File: src/pkg/pv_retransmit_pkg.sv
// Constants shared by the process-variable retransmit scaler and its scaling core.
// Assumes a single clock domain and an APB register bus with 32-bit data.
package pv_retransmit_pkg;

  // ==========================================================================
  // Sizes
  localparam int NUM_LOOPS = 4;
  localparam int NUM_CH    = 8;
  localparam int SRC_W     = 3;
  localparam int LOOP_W    = 2;
  localparam int CH_W      = 3;
  localparam int PV_W      = 16;
  localparam int PCT_W     = 7;
  localparam int OUT_W     = 14;
  localparam int NUM_W     = 30;

  // ==========================================================================
  // Scaling
  localparam logic [PCT_W-1:0] PCT_MAX   = 7'h64;
  localparam logic [OUT_W-1:0] OUT_SCALE = 14'h0064;
  localparam logic [4:0]       DIV_LAST  = 5'h1d;
  localparam logic [CH_W-1:0]  LAST_CH   = 3'h7;
  localparam logic [SRC_W-1:0] SRC_NONE  = 3'h0;
  localparam logic [SRC_W-1:0] SRC_MAX   = 3'h4;

  // ==========================================================================
  // Register map: channel base = channel * 0x20, channel = 2 * loop + cool
  localparam logic [4:0] OFF_SOURCE  = 5'h00;
  localparam logic [4:0] OFF_MIN_IN  = 5'h04;
  localparam logic [4:0] OFF_MAX_IN  = 5'h08;
  localparam logic [4:0] OFF_MIN_OUT = 5'h0c;
  localparam logic [4:0] OFF_MAX_OUT = 5'h10;
  localparam logic [4:0] OFF_RESULT  = 5'h14;

  // ==========================================================================
  // Reset values
  localparam logic [SRC_W-1:0] RST_SOURCE  = 3'h0;
  localparam logic [PV_W-1:0]  RST_MIN_IN  = 16'h0000;
  localparam logic [PV_W-1:0]  RST_MAX_IN  = 16'h03e8;
  localparam logic [PCT_W-1:0] RST_MIN_OUT = 7'h00;
  localparam logic [PCT_W-1:0] RST_MAX_OUT = 7'h64;
  localparam logic [OUT_W-1:0] RST_RESULT  = 14'h0000;

endpackage : pv_retransmit_pkg

File: src/hdl/pv_scale_core.sv
// Clamped linear scaling of one process variable onto an output in 0.01 % steps.
// Assumes start is a one-cycle pulse given only while busy is low; inputs are
// sampled on the start edge only.
`timescale 1ns/1ns
module pv_scale_core (
  input  wire logic                                      pclk,
  input  wire logic                                      presetn,
  input  wire logic                                      start,
  input  wire logic signed [pv_retransmit_pkg::PV_W-1:0] pv,
  input  wire logic signed [pv_retransmit_pkg::PV_W-1:0] range_lo,
  input  wire logic signed [pv_retransmit_pkg::PV_W-1:0] range_hi,
  input  wire logic signed [pv_retransmit_pkg::PV_W-1:0] lowest_scaled_input,
  input  wire logic signed [pv_retransmit_pkg::PV_W-1:0] highest_scaled_input,
  input  wire logic        [pv_retransmit_pkg::PCT_W-1:0] min_out,
  input  wire logic        [pv_retransmit_pkg::PCT_W-1:0] max_out,
  output logic                                           busy,
  output logic                                           done,
  output logic             [pv_retransmit_pkg::OUT_W-1:0] result
);

  typedef enum logic {C_IDLE, C_DIV} core_state_e;

  function automatic logic signed [15:0] clamp_s16(input logic signed [15:0] v,
                                                   input logic signed [15:0] lo,
                                                   input logic signed [15:0] hi);
    if (v < lo)
      clamp_s16 = lo;
    else if (v > hi)
      clamp_s16 = hi;
    else
      clamp_s16 = v;
  endfunction : clamp_s16

  // ==========================================================================
  // Operand preparation
  core_state_e        state_q;
  logic signed [15:0] lo_in_c;
  logic signed [15:0] hi_in_c;
  logic signed [15:0] pv_c;
  logic        [6:0]  top_pct;
  logic        [13:0] base_val;
  logic        [13:0] top_val;
  logic        [13:0] span_val;
  logic signed [16:0] den_s;
  logic signed [16:0] diff_s;
  logic               degenerate;
  logic        [29:0] num_w;

  assign lo_in_c    = clamp_s16(lowest_scaled_input, range_lo, range_hi); // RL10
  assign hi_in_c    = clamp_s16(highest_scaled_input, range_lo, range_hi); // RL10
  assign pv_c       = clamp_s16(pv, lo_in_c, hi_in_c); // RL5 RL8
  // An inverted output range collapses onto the lowest output setting
  assign top_pct    = (max_out < min_out) ? min_out : max_out; // RL7 RL9
  assign base_val   = {7'h00, min_out} * pv_retransmit_pkg::OUT_SCALE;
  assign top_val    = {7'h00, top_pct} * pv_retransmit_pkg::OUT_SCALE;
  assign span_val   = top_val - base_val;
  assign den_s      = {hi_in_c[15], hi_in_c} - {lo_in_c[15], lo_in_c};
  assign diff_s     = {pv_c[15], pv_c} - {lo_in_c[15], lo_in_c};
  assign degenerate = den_s[16] || (den_s == 17'h0_0000);
  assign num_w      = {14'h0000, diff_s[15:0]} * {16'h0000, span_val}; // RL12

  // ==========================================================================
  // Serial restoring divider, one quotient bit per cycle to keep area small
  logic [29:0] num_q;
  logic [29:0] quo_q;
  logic [15:0] den_q;
  logic [15:0] rem_q;
  logic [4:0]  cnt_q;
  logic [13:0] base_q;
  logic [13:0] top_q;
  logic        clamp_lo_q;
  logic        clamp_hi_q;
  logic        done_q;
  logic [13:0] result_q;
  logic [16:0] rem_t;
  logic        ge;
  logic [15:0] rem_next;
  logic [29:0] quo_next;

  assign rem_t    = {rem_q, num_q[29]};
  assign ge       = rem_t >= {1'h0, den_q};
  assign rem_next = ge ? 16'(rem_t - {1'h0, den_q}) : rem_t[15:0];
  assign quo_next = {quo_q[28:0], ge};

  always_ff @(posedge pclk or negedge presetn)
    if (!presetn)
    begin
      state_q    <= C_IDLE;
      num_q      <= 30'h0000_0000;
      quo_q      <= 30'h0000_0000;
      den_q      <= 16'h0000;
      rem_q      <= 16'h0000;
      cnt_q      <= 5'h00;
      base_q     <= 14'h0000;
      top_q      <= 14'h0000;
      clamp_lo_q <= 1'h0;
      clamp_hi_q <= 1'h0;
      done_q     <= 1'h0;
      result_q   <= pv_retransmit_pkg::RST_RESULT;
    end
    else
    begin
      done_q <= 1'h0;
      unique case (state_q)
        C_IDLE:
          if (start)
          begin
            base_q     <= base_val;
            top_q      <= top_val;
            clamp_lo_q <= pv <= lo_in_c;
            // A collapsed input range gives the lowest output, never the top one
            clamp_hi_q <= (pv >= hi_in_c) && !degenerate;
            num_q      <= num_w;
            den_q      <= den_s[15:0];
            rem_q      <= 16'h0000;
            quo_q      <= 30'h0000_0000;
            cnt_q      <= 5'h00;
            if (degenerate)
            begin
              result_q <= base_val;
              done_q   <= 1'h1;
            end
            else
              state_q <= C_DIV;
          end
        C_DIV:
        begin
          rem_q <= rem_next;
          quo_q <= quo_next;
          num_q <= {num_q[28:0], 1'h0};
          cnt_q <= cnt_q + 5'h01;
          if (cnt_q == pv_retransmit_pkg::DIV_LAST)
          begin
            result_q <= base_q + quo_next[13:0]; // RL1 RL12
            done_q   <= 1'h1;
            state_q  <= C_IDLE;
          end
        end
      endcase
    end

  assign busy   = state_q != C_IDLE;
  assign done   = done_q;
  assign result = result_q;
endmodule : pv_scale_core

File: src/hdl/pv_retransmit_scaler.sv
// Retransmit scaler: maps a loop's process variable onto any heat or cool output.
// Assumes an APB master on pclk, process values and PID demands from pclk logic,
// and an external converter that turns the output value into current or voltage.
//
// Operation
// RL1 - Output is linear and proportional to the source loop's process variable.
// RL2 - Any heat or cool output may retransmit any loop, including its own.
// RL3 - An output assigned to retransmission is not driven by PID control.
// RL4 - Heat and cool have identical separate settings; source none disables retransmit.
// RL5 - Process variable below lowest input holds output at lowest output value.
// RL6 - Lowest and highest output settings accept 0 to 100 percent.
// RL7 - Output never drops below a nonzero lowest output setting.
// RL8 - Process variable above highest input holds output at highest output value; with a collapsed input range the code gives the lowest instead.
// RL9 - Output never exceeds the highest output percentage; when that is set below the lowest, the code uses the lowest instead.
// RL10 - Input settings are in source units, limited to its measurement range.
// RL11 - External converter turns the output into 4-20 mA or 0-5 V.
// RL12 - Linear interpolation between clamps, recomputed on every control update.
`timescale 1ns/1ns
module pv_retransmit_scaler (
  input  wire logic                                                   pclk,
  input  wire logic                                                   presetn,
  input  wire logic                                                   psel,
  input  wire logic                                                   penable,
  input  wire logic                                                   pwrite,
  input  wire logic [7:0]                                             paddr,
  input  wire logic [31:0]                                            pwdata,
  input  wire logic [3:0]                                             pstrb,
  output logic      [31:0]                                            prdata,
  output logic                                                        pready,
  output logic                                                        pslverr,
  input  wire logic                                                   update_tick,
  input  wire logic [pv_retransmit_pkg::NUM_LOOPS-1:0][15:0]          pv,
  input  wire logic [pv_retransmit_pkg::NUM_LOOPS-1:0][15:0]          pv_range_lo,
  input  wire logic [pv_retransmit_pkg::NUM_LOOPS-1:0][15:0]          pv_range_hi,
  input  wire logic [pv_retransmit_pkg::NUM_LOOPS-1:0][13:0]          pid_heat,
  input  wire logic [pv_retransmit_pkg::NUM_LOOPS-1:0][13:0]          pid_cool,
  output logic      [pv_retransmit_pkg::NUM_LOOPS-1:0][13:0]          heat_drive,
  output logic      [pv_retransmit_pkg::NUM_LOOPS-1:0][13:0]          cool_drive,
  output logic      [pv_retransmit_pkg::NUM_CH-1:0]                   retrans_active
);

  typedef enum logic [1:0] {S_IDLE, S_PICK, S_WAIT} sweep_state_e;

  function automatic logic [15:0] merge16(input logic [15:0] old,
                                          input logic [31:0] wdata,
                                          input logic [3:0]  strb);
    merge16 = {strb[1] ? wdata[15:8] : old[15:8], strb[0] ? wdata[7:0] : old[7:0]};
  endfunction : merge16

  function automatic logic [6:0] sat_pct(input logic [7:0] wbyte);
    sat_pct = (wbyte > {1'h0, pv_retransmit_pkg::PCT_MAX}) ? pv_retransmit_pkg::PCT_MAX
                                                           : wbyte[6:0];
  endfunction : sat_pct

  // ==========================================================================
  // Per-channel settings; even channels are heat outputs, odd ones cool
  logic [2:0]  src_q     [pv_retransmit_pkg::NUM_CH];
  logic [15:0] lowest_scaled_input_q [pv_retransmit_pkg::NUM_CH];
  logic [15:0] highest_scaled_input_q [pv_retransmit_pkg::NUM_CH];
  logic [6:0]  min_out_q [pv_retransmit_pkg::NUM_CH];
  logic [6:0]  max_out_q [pv_retransmit_pkg::NUM_CH];
  logic [13:0] out_q     [pv_retransmit_pkg::NUM_CH];

  // ==========================================================================
  // APB decode
  logic [2:0]  a_ch;
  logic [4:0]  a_off;
  logic        hit_src;
  logic        hit_min_in;
  logic        hit_max_in;
  logic        hit_min_out;
  logic        hit_max_out;
  logic        hit_result;
  logic        mapped;
  logic        bad_access;
  logic        setup_ph;
  logic        access_ph;
  logic        wr_en;
  logic [31:0] rd_word;
  logic [2:0]  w_src;
  logic [31:0] prdata_q;
  logic        pslverr_q;

  assign a_ch        = paddr[7:5];
  assign a_off       = paddr[4:0];
  assign hit_src     = a_off == pv_retransmit_pkg::OFF_SOURCE;
  assign hit_min_in  = a_off == pv_retransmit_pkg::OFF_MIN_IN;
  assign hit_max_in  = a_off == pv_retransmit_pkg::OFF_MAX_IN;
  assign hit_min_out = a_off == pv_retransmit_pkg::OFF_MIN_OUT;
  assign hit_max_out = a_off == pv_retransmit_pkg::OFF_MAX_OUT;
  assign hit_result  = a_off == pv_retransmit_pkg::OFF_RESULT;
  assign mapped      = hit_src || hit_min_in || hit_max_in || hit_min_out
                       || hit_max_out || hit_result;
  // The result register is read-only, so a write to it is refused like a miss
  assign bad_access  = !mapped || (pwrite && hit_result);
  assign setup_ph    = psel && !penable;
  assign access_ph   = psel && penable;
  assign wr_en       = access_ph && pwrite && !bad_access;
  // Unknown loop numbers are stored as none rather than pointing nowhere
  assign w_src       = (pwdata[2:0] > pv_retransmit_pkg::SRC_MAX || pwdata[7:3] != 5'h00)
                       ? pv_retransmit_pkg::SRC_NONE : pwdata[2:0]; // RL4

  assign rd_word = hit_src     ? {29'h0000_0000, src_q[a_ch]} :
                   hit_min_in  ? {16'h0000, lowest_scaled_input_q[a_ch]} :
                   hit_max_in  ? {16'h0000, highest_scaled_input_q[a_ch]} :
                   hit_min_out ? {25'h000_0000, min_out_q[a_ch]} :
                   hit_max_out ? {25'h000_0000, max_out_q[a_ch]} :
                   hit_result  ? {18'h0_0000, out_q[a_ch]} : 32'h0000_0000;

  // Read data is captured in the setup cycle so it comes from a flip-flop
  always_ff @(posedge pclk or negedge presetn)
    if (!presetn)
    begin
      prdata_q  <= 32'h0000_0000;
      pslverr_q <= 1'h0;
    end
    else if (setup_ph)
    begin
      prdata_q  <= pwrite ? 32'h0000_0000 : rd_word;
      pslverr_q <= bad_access;
    end

  assign pready  = access_ph;
  assign pslverr = access_ph && pslverr_q;
  assign prdata  = prdata_q;

  // ==========================================================================
  // Settings registers; percentages saturate at full scale
  always_ff @(posedge pclk or negedge presetn)
    if (!presetn)
    begin
      for (int c = 0; c < pv_retransmit_pkg::NUM_CH; c++)
      begin
        src_q[c]     <= pv_retransmit_pkg::RST_SOURCE;
        lowest_scaled_input_q[c] <= pv_retransmit_pkg::RST_MIN_IN;
        highest_scaled_input_q[c] <= pv_retransmit_pkg::RST_MAX_IN;
        min_out_q[c] <= pv_retransmit_pkg::RST_MIN_OUT;
        max_out_q[c] <= pv_retransmit_pkg::RST_MAX_OUT;
      end
    end
    else if (wr_en)
    begin
      if (hit_src && pstrb[0])
        src_q[a_ch] <= w_src; // RL2 RL4
      if (hit_min_in)
        lowest_scaled_input_q[a_ch] <= merge16(lowest_scaled_input_q[a_ch], pwdata, pstrb);
      if (hit_max_in)
        highest_scaled_input_q[a_ch] <= merge16(highest_scaled_input_q[a_ch], pwdata, pstrb);
      if (hit_min_out && pstrb[0])
        min_out_q[a_ch] <= sat_pct(pwdata[7:0]); // RL6
      if (hit_max_out && pstrb[0])
        max_out_q[a_ch] <= sat_pct(pwdata[7:0]); // RL6
    end

  // ==========================================================================
  // Update sweep over all channels, one scaling at a time
  sweep_state_e state_q;
  logic [2:0]   ch_q;
  logic         pending_q;
  logic         sweep_go;
  logic         ch_active;
  logic         last_ch;
  logic [2:0]   sel_src;
  logic [1:0]   sel_loop;
  logic [2:0]   sel_loop_w;
  logic         core_start;
  logic         core_busy;
  logic         core_done;
  logic [13:0]  core_result;

  assign sweep_go   = (state_q == S_IDLE) && (pending_q || update_tick);
  assign sel_src    = src_q[ch_q];
  assign ch_active  = sel_src != pv_retransmit_pkg::SRC_NONE;
  assign sel_loop_w = sel_src - 3'h1;
  assign sel_loop   = sel_loop_w[1:0];
  assign last_ch    = ch_q == pv_retransmit_pkg::LAST_CH;
  assign core_start = (state_q == S_PICK) && ch_active;

  // A tick arriving mid-sweep is remembered so no control update is lost
  always_ff @(posedge pclk or negedge presetn)
    if (!presetn)
      pending_q <= 1'h0;
    else
      pending_q <= (update_tick && !sweep_go) || (pending_q && !sweep_go); // RL12

  always_ff @(posedge pclk or negedge presetn)
    if (!presetn)
    begin
      state_q <= S_IDLE;
      ch_q    <= 3'h0;
    end
    else
      unique case (state_q)
        S_IDLE:
          if (sweep_go)
          begin
            ch_q    <= 3'h0;
            state_q <= S_PICK;
          end
        S_PICK:
          if (ch_active)
            state_q <= S_WAIT;
          else if (last_ch)
            state_q <= S_IDLE;
          else
            ch_q <= ch_q + 3'h1;
        S_WAIT:
          if (core_done)
          begin
            state_q <= last_ch ? S_IDLE : S_PICK;
            ch_q    <= last_ch ? ch_q : ch_q + 3'h1;
          end
        default:
          state_q <= S_IDLE;
      endcase

  always_ff @(posedge pclk or negedge presetn)
    if (!presetn)
    begin
      for (int c = 0; c < pv_retransmit_pkg::NUM_CH; c++)
        out_q[c] <= pv_retransmit_pkg::RST_RESULT;
    end
    else if (state_q == S_WAIT && core_done)
      out_q[ch_q] <= core_result; // RL12

  pv_scale_core u_core (
    .pclk     (pclk),
    .presetn  (presetn),
    .start    (core_start),
    .pv       (pv[sel_loop]),
    .range_lo (pv_range_lo[sel_loop]),
    .range_hi (pv_range_hi[sel_loop]),
    .lowest_scaled_input  (lowest_scaled_input_q[ch_q]),
    .highest_scaled_input  (highest_scaled_input_q[ch_q]),
    .min_out  (min_out_q[ch_q]),
    .max_out  (max_out_q[ch_q]),
    .busy     (core_busy),
    .done     (core_done),
    .result   (core_result)
  );

  // ==========================================================================
  // Output drive: retransmission takes the output away from PID control
  logic [pv_retransmit_pkg::NUM_LOOPS-1:0][13:0] heat_q;
  logic [pv_retransmit_pkg::NUM_LOOPS-1:0][13:0] cool_q;

  always_ff @(posedge pclk or negedge presetn)
    if (!presetn)
    begin
      heat_q <= '0;
      cool_q <= '0;
    end
    else
      for (int l = 0; l < pv_retransmit_pkg::NUM_LOOPS; l++)
      begin
        heat_q[l] <= retrans_active[2*l] ? out_q[2*l] : pid_heat[l]; // RL3 RL4
        cool_q[l] <= retrans_active[2*l+1] ? out_q[2*l+1] : pid_cool[l]; // RL3 RL4
      end

  assign heat_drive = heat_q;
  assign cool_drive = cool_q;

  always_comb
    for (int c = 0; c < pv_retransmit_pkg::NUM_CH; c++)
      retrans_active[c] = src_q[c] != pv_retransmit_pkg::SRC_NONE; // RL3

  for (genvar g = 0; g < pv_retransmit_pkg::NUM_LOOPS; g++)
  begin : g_chk

  end
endmodule : pv_retransmit_scaler

File: config.mk
export PLATFORM = sky130hd
export DESIGN_NAME = pv_retransmit_scaler
export DESIGN_NICKNAME = d
export VERILOG_FILES = /design/src/pkg/pv_retransmit_pkg.sv /design/src/hdl/pv_scale_core.sv /design/src/hdl/pv_retransmit_scaler.sv
export SDC_FILE = /design/constraint.sdc
export NUM_CORES = 2
export LEC_CHECK = 0
export BUFFER_PORTS_ARGS = -buffer_cell sky130_fd_sc_hd__buf_2
export CAP_MARGIN = 20
export CORE_MARGIN = 2
export CORE_UTILIZATION = 48
export DETAILED_ROUTE_END_ITERATION = 10
export GPL_TIMING_DRIVEN = 0
export PLACE_DENSITY = 0.68
export SETUP_SLACK_MARGIN = 0.05
export SYNTH_ARGS = -nofsm -noshare
export SYNTH_HDL_FRONTEND = slang
export SYNTH_SLANG_ARGS = --single-unit
export TNS_END_PERCENT = 20
File: constraint.sdc
create_clock -name pclk -period 20.7 [get_ports pclk]
set_input_delay 3.105 -clock pclk [delete_from_list [all_inputs] [get_ports pclk]]
set_output_delay 3.105 -clock pclk [all_outputs]
set_load 0.005 [all_outputs]
# After elaboration in Yosys (flattened, before gate mapping)
# Index checks and enable logic that the tools add are counted.
# op_classes
addsub	8
multipliers	3
n_lt_le_gt_ge	15
n_eq_ne	16
mux	113
n_bitwise	3
reduce_logical	53
# op_table
operator	count
$mux 16	24
$bwmux 128	2
$mux 14	17
$bmux 16 s3	4
$bwmux 112	1
$bwmux 56	2
$bmux 16 s2	3
$bmux 7 s3	4
$mux 7	11
$pmux 30 s2	1
$demux 16 s3	1
$gt 16x16->1	3
$lt 16x16->1	3
$bmux 14 s3	1
$demux 14 s3	1
$mux 8	4
$pmux 16 s2	1
$sub 16x16->16	2
$mul 16x14->30	1
$mux 3	10
$mux 30	1
$reduce_bool 3->1	10
$pmux 14 s2	1
$pmux 13 s2	1
other kinds (47)	102
# word_totals
reg_bits	763
in_bits	354
output_inout_bits	154
word_cells	281

# Depth between registers and ports, before layout
# logic_depth
depth_word	17
mapped_depth	81
mapped_depth_nobuf	70

# Hierarchy
# From an unflattened synthesis, not the netlist that was laid out.
# hier_totals
cells_unflattened	4879
area_unflattened_um2	50688.6
# by_module_without_submodules
module	instances	cells_each	area_each_um2	seq_area_each_um2
pv_retransmit_scaler	1	2637	31956.9	16080.4
pv_scale_core	1	2242	18731.7	2652.5

# Worst setup path before layout
# Ideal clock, no wire load.
# synth_path
kind	reg-to-reg
startpoint	register ch_q[0]
endpoint	register u_core.num_q[28]
setup_time_ns	0.133
arrival_time_ns	16.857
required_time_ns	20.567
slack_ns	3.710
stages_incl_launch_ff	79
path_buffers	11
synth_period_minus_slack_ns	16.990
path_cell_list	dfrtp_1 -> buf_2 -> buf_6 -> mux2i_1 -> o2bb2ai_1 -> nor2_2 -> buf_2 -> buf_1 -> buf_1 -> inv_1 -> ha_1 -> clkbuf_1 -> clkbuf_1 -> clkbuf_1 -> mux4_2 -> inv_1 -> ha_1 -> or4_1 -> [43 not listed] -> inv_1 -> fa_1 -> fa_1 -> ha_1 -> ha_1 -> a21o_1 -> a21oi_1 -> o21bai_1 -> a21oi_1 -> o21bai_1 -> a21o_1 -> a21oi_1 -> o21ai_0 -> a211oi_1 -> o31ai_1 -> xor2_1 -> mux2i_1 -> o21ai_0
# synth_between
elab_chain_cells	17
word_cells_on_any_way	47
cone_classes	add/sub (3); mul (3); order compare (7); eq/ne (1); mux (30); bitwise (1); reduce/logical (2)
# synth_lines
element	line	source
start, declared	pv_retransmit_scaler.sv:158	logic [2:0] ch_q;
start signal, assigned	pv_retransmit_scaler.sv:206	ch_q <= ch_q + 3'h1;
start signal, assigned	pv_retransmit_scaler.sv:211	ch_q <= last_ch ? ch_q : ch_q + 3'h1;
$not 3->4 (not written as such) *	-	
$bmux 3 s3	pv_retransmit_scaler.sv:172	assign sel_src = src_q[ch_q];
$mux 3 (not written as such) (2 in a row)	pv_retransmit_scaler.sv:172	
$sub 2x1->2	pv_retransmit_scaler.sv:174	assign sel_loop_w = sel_src - 3'h1;
$bmux 16 s2	pv_retransmit_scaler.sv:232	.range_hi (pv_range_hi[sel_loop]),
$mux 16 (not written as such)	pv_retransmit_scaler.sv:232	
$gt 16x16->1	pv_scale_core.sv:28	else if (v > hi)
$mux 16	pv_scale_core.sv:28	
$mux 16	pv_scale_core.sv:26	if (v < lo)
$gt 16x16->1	pv_scale_core.sv:28	
$mux 16	pv_scale_core.sv:28	
$mux 16	pv_scale_core.sv:26	
$sub 16x16->16	pv_scale_core.sv:58	assign diff_s = {pv_c[15], pv_c} - {lo_in_c[15], lo_in_c};
$mul 16x14->30	pv_scale_core.sv:60	assign num_w = {14'h0000, diff_s[15:0]} * {16'h0000, span_val};
$mux 30	pv_scale_core.sv:106	if (start)
$pmux 30 s2	pv_scale_core.sv:104	unique case (state_q)
end signal, assigned	pv_scale_core.sv:113	num_q <= num_w;
end signal, assigned	pv_scale_core.sv:130	num_q <= {num_q[28:0], 1'h0};
end, declared	pv_scale_core.sv:64	logic [29:0] num_q;
# Mark *: on every way between the ends. The rest lies on a longest branch, timed or not. The select of a mux whose other input is x is not followed.
# A chain may end at the register's enable or synchronous reset.

# Worst setup path in the final report
# layout_path
startpoint	register ch_q[1]
endpoint	register u_core.num_q[28]
# The elaborated chain is that of the path after synthesis.

==> metrics <==
R2R Path End=u_core.num_q[28]; R2R setup slack=1.11 ns; average vias per placed instance=6.308; post-DP HPWL=144900 um; crit-path max cell delay=0.72 ns; die height=323.7 um; type of the worst min-delay path=reg2reg; hold endpoint=prdata[0]; Slew Viols, Final=0; DP Cell Count=6906; min-delay src=prdata[0]; nets=6453; post-route setup slack=1.113 ns; Max-slew headroom=11.12%; initial antenna violation count=15; Clock Latency Late Sink=0.67 ns; GPL Wtd Cong=1.018; most common cell after layout, fill and taps aside=dfrtp_1; Post-synth EDFFs=0; TritonCTS clock tree=done; FF+latch area=18730 sq um; Mapped Cells=5027; critical path's top delay family=compound AO/OA/AOI/OAI gates; Non-Filler Instances=7071; root buf cell=clkbuf_16; post-synth top area cell=dfrtp_1; Synth Register Bits=745; core area=101600 sq um; Peak Freq=51.05 MHz; status=complete, no violations; Max Cap Violations=0; drt wl/cell=27.07 um; Initial Util=48.30%; Period Utilization, post-route=94.62%; Filler Cells Inserted=9183; Pre-Repair DR Iteration Count=9; sequential area share after synthesis=38.18%; antenna viol nets, final=0; Rows=117; # clock sinks=745; CP Capture Type=register; CP Max Fanout=10; Multi-input gate area=28220 sq um; DIE AREA=104800 sq um; most used cell, CP=o21ai_0; Clock transition at path regs=0.06 ns; met2 Use GR=52.26%; H-Tree Depth=3; most common flop cell mapped by yosys=dfrtp_1; kind of critical path=reg2reg; Slew @ Worst Pin=1.333 ns; WL final=191400 um; RSZ-0062 raised after global routing=false; Yosys warnings=0; WHS Path Cells=2; Startpoint Class=register; most frequent cells in the layout=dfrtp_1 (673), nand2_1 (614), buf_2 (477), o21ai_0 (452), mux2_2 (370); die width=323.7 um; Layout area overhead=15.23%; CP required=21.23 ns; WP buf/inv=15; slowest stage cell, crit path=clkbuf_1; Mapped Area=49070 sq um; # setup viols final=0; Post-synth ARST share=100.0%; layout cell share with drive strength beyond 1=21.45%; # IOs=508; Final min period=19.59 ns; Final TNS setup=0 ns; GRT overflow=0; Worst EP arrival=20.12 ns; synthesized area per cell=9.761 sq um; pin count of the biggest net entering global routing=117; met1 usage=46.22%; DRC viols=0; met3 Use GR=13.27%; CTS Buffer Depth=3; I/O Buffers=468; initial DRC count=5699; Post-Place Setup Slack=-2.156 ns; Crit Reg-Reg Startpoint=ch_q[1]; GRT busiest layer=met2; TritonCTS Buffers=80; top-area cell type share of the netlist area=34.32%; first-pass GRT wire length=278500 um; top post-synthesis cells by area=dfrtp_1 (34%), mux2_2 (8.5%), ha_1 (8.2%); Final Hold Fails=0; GRT Util Overall=35.92%; Yosys cell types=86; vias in the first global route=43.22k; FF-to-FF path depth=78; Clock Skew=0.02986 ns; Via Count=44.60k
==> final cells by class <==
| cell class | instances | area share [%] |
|---|---|---|
| clock buffer | 118 | 4.043 |
| clock inverter | 29 | 0.7170 |
| tap | 1368 | 3.027 |
| inverter | 289 | 1.919 |
| antenna | 12 | 0.05311 |
| buffer | 304 | 2.217 |
| sequential | 745 | 33.13 |
| timing repair buffer | 504 | 4.979 |
| multi-input combinational | 3702 | 49.91 |
==> metal layers <==
| layer | routed length [um] | vias to the layer above |
|---|---|---|
| li1 | - | 19180 |
| met5 | 63 | - |
| met2 | 81260 | 2994 |
| met1 | 73150 | 21720 |
| met4 | 12160 | 10 |
| met3 | 24750 | 700 |
==> synth_stat cells, drive strengths merged (53+ instances only) <==
library cell and n:
a21o 66, a21oi 171, a22oi 162, buf 79, clkbuf 227, dfrtp 673
dfstp 72, fa 150, ha 323, inv 289, mux2 371, mux2i 81
mux4 53, nand2 614, nand3 62, nor2 315, nor3 75, o21ai 455
o22ai 214, xnor2 68
==> kinds of logic (layout without fill, tap and decap cells) <==
group / Yosys count / count (layout) / share of synthesized area (%)
and+or+nand+nor: 1327 / 1327 / 12.05
AOI/OAI and AO/OA: 1280 / 1280 / 16.27
buffers and inverters: 595 / 1244 / 4.725
other: 1 / 28 / 0.007642
muxes: 505 / 505 / 12.61
xor gates and xnor gates: 101 / 101 / 1.803
DFF: 745 / 745 / 38.18
adders and majority gates: 473 / 473 / 14.36
==> state kept, by name, summed over array words and instances, names as in the netlist, 24 cells and up <==
| signal | flops |
|---|---|
| src_q | 24 |
| lowest_scaled_input_q | 128 |
| out_q | 112 |
| cool_drive | 56 |
| min_out_q | 56 |
| highest_scaled_input_q | 128 |
| max_out_q | 56 |
| heat_drive | 56 |
| u_core.num_q | 28 |
==> worst min-delay path: stages, from the launching register on <==
cell and delay [ns]:
dfrtp_1 0.34, nand2_1 0.05, o31ai_1 0.06
==> what timing repair did <==
action	4_1_cts	5_1_grt
hold endpoints to repair	0	0
gates resized for setup	12	28
hold buffers	0	0
buffers inserted	0	0
setup endpoints to repair	20	16
==> metrics by stage <==
stage / hold WS [ns] / instance area, sq um / util, %
after floorplan: 0.4416 / 49120 / -
after global placement: 0.4575 / 53180 / 52.34
after detailed placement: 0.4671 / 53650 / 52.81
after CTS: 0.4816 / 56370 / 55.49
after global routing: 0.5039 / 56520 / 55.64
final: 0.4784 / 56540 / 55.65
==> worst max path at each step <==
stage	start	endpoint	slack (ns)	cells past startpoint
2_1_floorplan	ch_q[0]	u_core.num_q[28]	3.71	78
3_5_place_dp	ch_q[2]	u_core.num_q[28]	-2.16	78
3_3_place_gp	ch_q[2]	u_core.num_q[28]	-1.85	78
4_1_cts	ch_q[2]	u_core.num_q[28]	0.14	77
5_1_grt	ch_q[0]	u_core.num_q[28]	0.06	79
6_report	ch_q[1]	u_core.num_q[28]	1.11	78
Power is not shown: default switching activity piles up to over one toggle a cycle in this logic, so the estimate is an artifact.
